### config.mk
export PLATFORM = sky130hd
export DESIGN_NAME = dtp_timer
export DESIGN_NICKNAME = d
export VERILOG_FILES = /design/src/dtp_timer.v
export VERILOG_INCLUDE_DIRS = /design/src
export SDC_FILE = /design/constraint.sdc
export NUM_CORES = 1
export LEC_CHECK = 0
export ABC_AREA = 1
export BUFFER_PORTS_ARGS = -buffer_cell sky130_fd_sc_hd__buf_4
export CAP_MARGIN = 5
export CORE_UTILIZATION = 55
export DETAILED_ROUTE_END_ITERATION = 12
export PLACE_DENSITY = 0.85
export SLEW_MARGIN = 10
export SYNTH_ARGS = -nofsm -noshare
export SYNTH_HDL_FRONTEND = slang
export SYNTH_SLANG_ARGS = --single-unit
### constraint.sdc
create_clock -name clk_sys -period 3.2 [get_ports clk_sys]
set_input_delay 0.64 -clock clk_sys [delete_from_list [all_inputs] [get_ports clk_sys]]
set_output_delay 0.64 -clock clk_sys [all_outputs]
set_load 0.02 [all_outputs]
### src/dtp_defines.vh
// Purpose: Constants for the down timer with pulse, event and width modes
// Assumes: 32-bit AHB-Lite register slave, one word per register
// Notes:   Offsets are byte addresses
`ifndef DTP_DEFINES_VH
`define DTP_DEFINES_VH

// ---------------------------------------------------------------
// Register offsets
// ---------------------------------------------------------------
`define DTP_OFF_MODE   4'h0
`define DTP_OFF_PRE    4'h4
`define DTP_OFF_CNT    4'h8
`define DTP_OFF_IRQ    4'hC

// ---------------------------------------------------------------
// Mode register fields
// ---------------------------------------------------------------
`define DTP_MODE_LO    0
`define DTP_MODE_HI    1
`define DTP_EDGE_BIT   2
`define DTP_RUN_BIT    3
`define DTP_SRC_LO     4
`define DTP_SRC_HI     5
`define DTP_CMP_EN_BIT 6
`define DTP_MODE_W     7

// ---------------------------------------------------------------
// Mode codes
// ---------------------------------------------------------------
`define DTP_M_TIMER    2'h0
`define DTP_M_PULSE    2'h1
`define DTP_M_EVENT    2'h2
`define DTP_M_WIDTH    2'h3

// ---------------------------------------------------------------
// Count source codes and divider figures
// ---------------------------------------------------------------
`define DTP_SRC_DIV1   2'h0
`define DTP_SRC_DIV8   2'h1
`define DTP_SRC_DIV32  2'h2
`define DTP_SRC_SUB32  2'h3
`define DTP_DIV8_LAST  5'h07
`define DTP_DIV32_LAST 5'h1F

// ---------------------------------------------------------------
// Status bits, reset values and bus transfer codes
// ---------------------------------------------------------------
`define DTP_IRQ_UFL    0
`define DTP_IRQ_PIN    1
`define DTP_RST_MODE   7'h00
`define DTP_RST_BYTE   8'hFF
`define DTP_HTRANS_NS  2'h2
`define DTP_HSIZE_WORD 3'h2

`endif

### src/dtp_timer.v
// Purpose: 8-bit down timer with 8-bit pre-divider, pulse output,
//          event counting and pulse width measurement, AHB-Lite slave
// Assumes: Single clock clk_sys at 50 MHz, async active-high rst;
//          subclock tick arrives already synchronous as a pulse
// Notes:
//
// Added by the designer: the AHB-Lite interface to the registers and the register offsets.
`timescale 1ns/100ps
`default_nettype none
`include "dtp_defines.vh"

module dtp_timer #(
  parameter W = 8
) (
  input  wire        clk_sys,
  input  wire        rst,
  input  wire        hsel,
  input  wire [31:0] haddr,
  input  wire [1:0]  htrans,
  input  wire        hwrite,
  input  wire [2:0]  hsize,
  input  wire        hready,
  input  wire [31:0] hwdata,
  output reg  [31:0] hrdata,
  output wire        hreadyout,
  output wire        hresp,
  input  wire        subclk_tick,
  input  wire        event_pin_i,
  output reg         event_pin_o,
  output reg         event_pin_oe,
  input  wire        gp_out_level,
  output reg         complement_out_pin,
  output reg         ufl_irq_req,
  output reg         pin_irq_req
);

  // ---------------------------------------------------------------
  // Register state
  // ---------------------------------------------------------------
  reg [`DTP_MODE_W-1:0] mode_q;
  reg [W-1:0]           pre_cnt_q;
  reg [W-1:0]           pre_rld_q;
  reg [W-1:0]           cnt_q;
  reg [W-1:0]           cnt_rld_q;
  reg [4:0]             div_q;
  reg                   pin_s1_q;
  reg                   pin_s2_q;
  reg                   pin_s3_q;
  reg                   wr_pend_q;
  reg [3:0]             wr_addr_q;
  reg                   cmp_q;

  wire [1:0] mode     = mode_q[`DTP_MODE_HI:`DTP_MODE_LO];
  wire [1:0] src      = mode_q[`DTP_SRC_HI:`DTP_SRC_LO];
  wire       edge_sel = mode_q[`DTP_EDGE_BIT];
  wire       run      = mode_q[`DTP_RUN_BIT];
  wire       cmp_en   = mode_q[`DTP_CMP_EN_BIT];

  // Bus is zero-wait: every access completes in its data phase
  assign hreadyout = 1'b1;
  assign hresp     = 1'b0;

  // ---------------------------------------------------------------
  // Divided clock enables
  // ---------------------------------------------------------------
  // One shared counter makes both the /8 and /32 ticks
  always @(posedge clk_sys or posedge rst) begin
    if (rst) begin
      div_q <= 5'h00;
    end else begin
      div_q <= div_q + 5'h01;
    end
  end

  wire tick8  = ((div_q & `DTP_DIV8_LAST) == `DTP_DIV8_LAST);
  wire tick32 = (div_q == `DTP_DIV32_LAST);
  reg  int_tick;

  // Selected internal count source
  always @* begin
    case (src)
      `DTP_SRC_DIV1:  int_tick = 1'b1;
      `DTP_SRC_DIV8:  int_tick = tick8;
      `DTP_SRC_DIV32: int_tick = tick32;
      `DTP_SRC_SUB32: int_tick = subclk_tick;
      default:        int_tick = 1'b0;
    endcase
  end

  // ---------------------------------------------------------------
  // Event pin input synchroniser and edge detect
  // ---------------------------------------------------------------
  // Third stage only feeds edge detection, so s1 is never decoded
  always @(posedge clk_sys or posedge rst) begin
    if (rst) begin
      pin_s1_q <= 1'b0;
      pin_s2_q <= 1'b0;
      pin_s3_q <= 1'b0;
    end else begin
      pin_s1_q <= event_pin_i;
      pin_s2_q <= pin_s1_q;
      pin_s3_q <= pin_s2_q;
    end
  end

  wire in_rise = pin_s2_q & ~pin_s3_q;
  wire in_fall = ~pin_s2_q & pin_s3_q;
  wire in_edge = edge_sel ? in_fall : in_rise;

  // ---------------------------------------------------------------
  // Count source selection per mode
  // ---------------------------------------------------------------
  // Width mode: edge bit 0 measures high level, 1 measures low
  wire lvl_ok = edge_sel ? ~pin_s2_q : pin_s2_q;
  reg  src_ev;

  always @* begin
    case (mode)
      `DTP_M_EVENT: src_ev = in_edge;
      `DTP_M_WIDTH: src_ev = int_tick & lvl_ok;
      default:      src_ev = int_tick;
    endcase
  end

  wire step    = run & src_ev;
  wire pre_ufl = step & (pre_cnt_q == {W{1'b0}});
  wire ufl     = pre_ufl & (cnt_q == {W{1'b0}});

  // ---------------------------------------------------------------
  // AHB-Lite address phase capture
  // ---------------------------------------------------------------
  // Only the first 16 bytes are mapped; anything above reads 0
  wire in_map = (haddr[31:4] == 28'h0000000);
  wire acc    = hsel & hready & htrans[1];
  wire wr_acc = acc & hwrite & in_map;
  wire rd_acc = acc & ~hwrite;

  always @(posedge clk_sys or posedge rst) begin
    if (rst) begin
      wr_pend_q <= 1'b0;
      wr_addr_q <= 4'h0;
    end else begin
      wr_pend_q <= wr_acc;
      if (acc) begin
        wr_addr_q <= haddr[3:0];
      end
    end
  end

  wire wr_mode = wr_pend_q & (wr_addr_q == `DTP_OFF_MODE);
  wire wr_pre  = wr_pend_q & (wr_addr_q == `DTP_OFF_PRE);
  wire wr_cnt  = wr_pend_q & (wr_addr_q == `DTP_OFF_CNT);
  wire wr_irq  = wr_pend_q & (wr_addr_q == `DTP_OFF_IRQ);
  wire wr_mode_pulse = wr_mode &
    (hwdata[`DTP_MODE_HI:`DTP_MODE_LO] == `DTP_M_PULSE);

  // ---------------------------------------------------------------
  // Mode register
  // ---------------------------------------------------------------
  always @(posedge clk_sys or posedge rst) begin
    if (rst) begin
      mode_q <= `DTP_RST_MODE;
    end else if (wr_mode) begin
      mode_q <= hwdata[`DTP_MODE_W-1:0];
    end
  end

  // ---------------------------------------------------------------
  // Pre-divider and main counter
  // ---------------------------------------------------------------
  // A bus write beats a count step in the same cycle
  always @(posedge clk_sys or posedge rst) begin
    if (rst) begin
      pre_cnt_q <= `DTP_RST_BYTE;
      pre_rld_q <= `DTP_RST_BYTE;
    end else if (wr_pre) begin
      pre_rld_q <= hwdata[W-1:0];
      pre_cnt_q <= hwdata[W-1:0];
    end else if (pre_ufl) begin
      pre_cnt_q <= pre_rld_q;
    end else if (step) begin
      pre_cnt_q <= pre_cnt_q - {{(W-1){1'b0}}, 1'b1};
    end
  end

  always @(posedge clk_sys or posedge rst) begin
    if (rst) begin
      cnt_q     <= `DTP_RST_BYTE;
      cnt_rld_q <= `DTP_RST_BYTE;
    end else if (wr_cnt) begin
      cnt_rld_q <= hwdata[W-1:0];
      cnt_q     <= hwdata[W-1:0];
    end else if (ufl) begin
      cnt_q <= cnt_rld_q;
    end else if (pre_ufl) begin
      cnt_q <= cnt_q - {{(W-1){1'b0}}, 1'b1};
    end
  end

  // ---------------------------------------------------------------
  // Pulse output and complement pin
  // ---------------------------------------------------------------
  // A pulse-mode write preloads the start level from the edge bit, so the
  // first pulse starts where software asked
  always @(posedge clk_sys or posedge rst) begin
    if (rst) begin
      event_pin_o  <= 1'b0;
      event_pin_oe <= 1'b0;
      cmp_q        <= 1'b1;
    end else begin
      event_pin_oe <= (mode == `DTP_M_PULSE);
      if (wr_mode_pulse) begin
        event_pin_o <= hwdata[`DTP_EDGE_BIT];
        cmp_q       <= ~hwdata[`DTP_EDGE_BIT];
      end else if (ufl && mode == `DTP_M_PULSE) begin
        event_pin_o <= ~event_pin_o;
        cmp_q       <= ~cmp_q;
      end
    end
  end

  // Next complement level, so the pin flips on the same edge as the
  // event pin instead of one cycle behind it
  wire cmp_d = wr_mode_pulse ? ~hwdata[`DTP_EDGE_BIT] :
               (ufl && mode == `DTP_M_PULSE) ? ~cmp_q : cmp_q;

  // Complement pin: timer waveform only in pulse mode when enabled
  always @(posedge clk_sys or posedge rst) begin
    if (rst) begin
      complement_out_pin <= 1'b0;
    end else if (mode == `DTP_M_PULSE && cmp_en) begin
      complement_out_pin <= cmp_d;
    end else begin
      complement_out_pin <= gp_out_level;
    end
  end

  // ---------------------------------------------------------------
  // Interrupt request bits
  // ---------------------------------------------------------------
  // Output edge in pulse mode, input edge in event and width modes, none in timer mode
  wire out_rise = (mode == `DTP_M_PULSE) & ufl & ~event_pin_o;
  wire out_fall = (mode == `DTP_M_PULSE) & ufl & event_pin_o;
  wire out_edge = edge_sel ? out_fall : out_rise;
  wire pin_ev   = (mode == `DTP_M_PULSE) ? out_edge :
                  ((mode != `DTP_M_TIMER) & in_edge);
  wire clr_ufl  = wr_irq & ~hwdata[`DTP_IRQ_UFL];
  wire clr_pin  = wr_irq & ~hwdata[`DTP_IRQ_PIN];

  // Writing 0 clears a bit; a same-cycle event wins over the clear
  always @(posedge clk_sys or posedge rst) begin
    if (rst) begin
      ufl_irq_req <= 1'b0;
      pin_irq_req <= 1'b0;
    end else begin
      if (ufl) begin
        ufl_irq_req <= 1'b1;
      end else if (clr_ufl) begin
        ufl_irq_req <= 1'b0;
      end
      if (pin_ev || wr_mode_pulse) begin
        pin_irq_req <= 1'b1;
      end else if (clr_pin) begin
        pin_irq_req <= 1'b0;
      end
    end
  end

  // ---------------------------------------------------------------
  // Read data
  // ---------------------------------------------------------------
  always @(posedge clk_sys or posedge rst) begin
    if (rst) begin
      hrdata <= 32'h00000000;
    end else if (rd_acc && !in_map) begin
      hrdata <= 32'h00000000;
    end else if (rd_acc) begin
      case (haddr[3:0])
        `DTP_OFF_MODE: hrdata <= {25'h0000000, mode_q};
        `DTP_OFF_PRE:  hrdata <= {24'h000000, pre_cnt_q};
        `DTP_OFF_CNT:  hrdata <= {24'h000000, cnt_q};
        `DTP_OFF_IRQ:  hrdata <= {30'h00000000, pin_irq_req, ufl_irq_req};
        default:       hrdata <= 32'h00000000;
      endcase
    end
  end

endmodule // dtp_timer
`default_nettype wire

==> results.md <==
- Hold Path Depth: 0
- Run status: completed
- CP Data Arrival Time: 2.32 ns
- Core Area: 6386 sq um
- Final setup vio count: 0
- Detailed Place HPWL: 6217 microns
- Reg-to-reg slack, setup: 1.14 ns
- Starting density of the core: 57.35%
- Die H: 83.60 microns
- Reg2reg start: wr_addr_q[1]
- 1st-pass router iterations: 6
- Clk sinks: 66
- DIE WIDTH: 83.60 microns
- Setup Skew: 0.007060 ns
- Post-synth EDFFs: 0
- Tmin final: 2.063 ns
- MaxCap Viol Count: 0
- Routed Wire Length: 8510 microns
- Share of cells above drive strength 1: 27.60%
- CTS tree: yes
- # diodes: 0
- Synth warn: 0
- Worst setup EP type: flop
- Final net count: 578
- Reg power frac: 48.6%
- H-tree Lvls: 3
- Post-cts sizing count: 0
- Final hold vios: 0
- Number of library cell types mapped by synthesis: 41
- Post-synth top cells: nand2_1 (95), inv_1 (46), o21ai_0 (39)
- Post-route cell area: 4235 sq um
- Synthesis-stage register bit count: 66
- Vias per std cell: 5.582
- Pint: 1.463 mW
- Largest net degree at the start of global routing: 67
- I/O pins: 116
- Via count: 3221
- Final antenna-violating net count: 0
- Slowest stage delay, CP: 0.48 ns
- Max Slew Vio Count: 0
- Top cells by area, synth: dfstp_2 (24%), dfrtp_1 (23%), nand2_1 (9.7%), o21ai_0 (5.3%), buf_4 (5.3%)
- Total track usage: 25.73%
- Clock tree buffer depth: 2
- Number of cells produced by synthesis: 433
- Root Buffer: clkbuf_8
- CP Max Fanout: 14
- Combinational share of power: 21.7%
- DR WL/cell: 14.75 microns
- Gr ovfl total: 0
- Fillers: 540
- Clk slew on worst S/H paths: 0.07 ns
- Class of the worst hold path: reg2reg
- Asr flop ratio synth: 100.0%
- Setup bufs post-CTS: 0
- Remaining DRCs: 0
- Multi-input gate area in the final layout: 1612 sq um
- Slew Limit Headroom: 44.82%
- Total Neg Setup Slack: 0 ns
- Critical Path Start: wr_addr_q[1]
- Sequential area share after synthesis: 46.22%
- Clock network fraction of design power: 29.7%
- Number of global-route vias before repair: 2963
- Power per cell area: 499.8 nW/um^2
- R2R depth: 8
- Main flop type after synthesis: dfstp_2
- Slowest-stage cell, CP: inv_1
- Clk_lat worst skew: 0.34 ns
- Leak pwr: 2.082 nW
- Highest clock rate: 484.6 MHz
- Global-route wire length before repair: 14030 microns
- WHS Endpoint: pin_s2_q
- Top cell type's share of synthesized area: 23.68%
- Placed cell areas: 4065 sq um
- Switching Fraction: 30.88%
- Fin util: 66.32%
- Tcrit/Tclk final: 64.48%
- Register area: 1693 sq um
- HP Start: pin_s1_q
- Most frequent cell after synthesis: nand2_1
- Post-Syn Area: 3662 sq um
- Setup CP Type: reg2reg
- Initial DRC count: 239
- Post-synthesis area per instance: 8.458 sq um
- Final GP Congestion: 0.9204
- RSZ-0062 raised after global routing: no
- CP startpoint kind: flop
- Worst r2r dst: pre_cnt_q[7]
- Num CTS Buffers: 9
- Synth-to-layout area growth: 15.65%
- Yosys top cell by area: dfstp_2
- Switch Pwr: 0.6538 mW
- Peak supply drop: 0.0002857 V
- Initial antenna violation count: 0
- Port bufs: 61
- Row cnt: 29
- Cells along the critical path: nor2_2 > nand3_1 > inv_1 > a21oi_1 > o211ai_1 > o211ai_2 > nand2_1 > o21ai_1
- Least-Margin Pin Slew: 0.8278 ns
- Full die area: 6989 sq um
- CP Data Required Time: 3.45 ns
- CTS Hold Buffers Added: 0
layout make-up:
type | count | area share (%)
Timing Repair Buffer | 62 | 10.99
Sequential cell | 66 | 39.97
Multi-Input combinational cell | 303 | 38.05
Inverter | 53 | 4.697
Clock buffer | 16 | 4.018
Tap cell | 77 | 2.275
critical path, delay by kind of cell, from the launching register on:
family | cells | cell delay [ns]
and+or+nand+nor | 3 | 0.73
AOI/OAI and AO/OA | 4 | 0.38
DFF | 1 | 0.39
buffers and inverters | 1 | 0.48
per-stage QoR:
step | worst slack, ns | cells | hold slack, ns | power [mW]
after floorplan | 0.9598 | 457 | 0.3312 | 1.377
after global placement | 1.186 | 561 | 0.3377 | 1.477
after detailed placement | 1.161 | 561 | 0.3491 | 1.494
after CTS | 1.139 | 577 | 0.3638 | 2.118
after global routing | 0.9355 | 577 | 0.3669 | 2.233
final | 1.137 | 577 | 0.3604 | 2.117
power groups by stage:
| stage | combinational [mW] | sequential, mW | clock, mW |
|---|---|---|---|
| 6_report | 0.460 | 1.03 | 0.629 |
| 5_1_grt | 0.517 | 1.04 | 0.677 |
| 4_1_cts | 0.457 | 1.03 | 0.634 |
| 3_5_place_dp | 0.453 | 1.04 | 0 |
| 3_3_place_gp | 0.441 | 1.04 | 0 |
| 2_1_floorplan | 0.356 | 1.02 | 0 |
flip-flops by register name, summed over array words and instances, names as in the netlist, 4 cells and up:
name / count
hrdata: 8
div_q: 5
mode_q: 7
cnt_rld_q: 8
wr_addr_q: 4
cnt_q: 8
pre_cnt_q: 8
pre_rld_q: 8
worst max-delay path by stage:
| stage | to | slack, ns | depth (start not counted) |
|---|---|---|---|
| 5_1_grt | complement_out_pin | 0.94 | 17 |
| 3_5_place_dp | hrdata[5] | 1.16 | 6 |
| 4_1_cts | complement_out_pin | 1.14 | 17 |
| 3_3_place_gp | cnt_q[3] | 1.19 | 15 |
| 6_report | pre_cnt_q[7] | 1.14 | 8 |
| 2_1_floorplan | complement_out_pin | 0.96 | 1 |
per-layer routing:
layer,vias to the layer above,track usage [%],part of all wire (%)
met5,-,0,0
met4,0,9.553,2.4
met3,21,7.913,9.0
met2,157,41.69,48
met1,1526,32.48,41
li1,1517,-,-
cell families (layout without fill, tap and decap cells):
group | count (synthesis) | count (layout) | share of synthesized area [%]
DFF | 66 | 66 | 46.22
muxes | 2 | 2 | 0.6149
other | 2 | 26 | 0.2051
adders and majority gates | 6 | 6 | 2.050
and+or+nand+nor | 176 | 176 | 22.82
AOI/OAI and AO/OA | 86 | 86 | 14.18
xor gates and xnor gates | 7 | 7 | 1.674
buffers and inverters | 88 | 131 | 12.23
cell usage in the layout, fill, tap and decap left out, drive strengths merged:
| master | Yosys | final |
|---|---|---|
| a21oi | 9 | 9 |
| a31oi | 1 | 1 |
| a41oi | 2 | 2 |
| buf | 32 | 62 |
| clkbuf | 3 | 16 |
| conb | 2 | 26 |
| dfrtp | 33 | 33 |
| dfstp | 33 | 33 |
| ha | 6 | 6 |
| inv | 53 | 53 |
| mux2 | 2 | 2 |
| nand2 | 101 | 101 |
| nand3 | 27 | 27 |
| nand4 | 7 | 7 |
| nor2 | 30 | 30 |
| nor3 | 4 | 4 |
| nor4 | 6 | 6 |
| nor4b | 1 | 1 |
| o2111ai | 1 | 1 |
| o211ai | 7 | 7 |
| o21ai | 48 | 48 |
| o21bai | 1 | 1 |
| o221ai | 7 | 7 |
| o22ai | 10 | 10 |
| xnor2 | 1 | 1 |
| xor2 | 6 | 6 |
(Power assumes the default switching activity.)
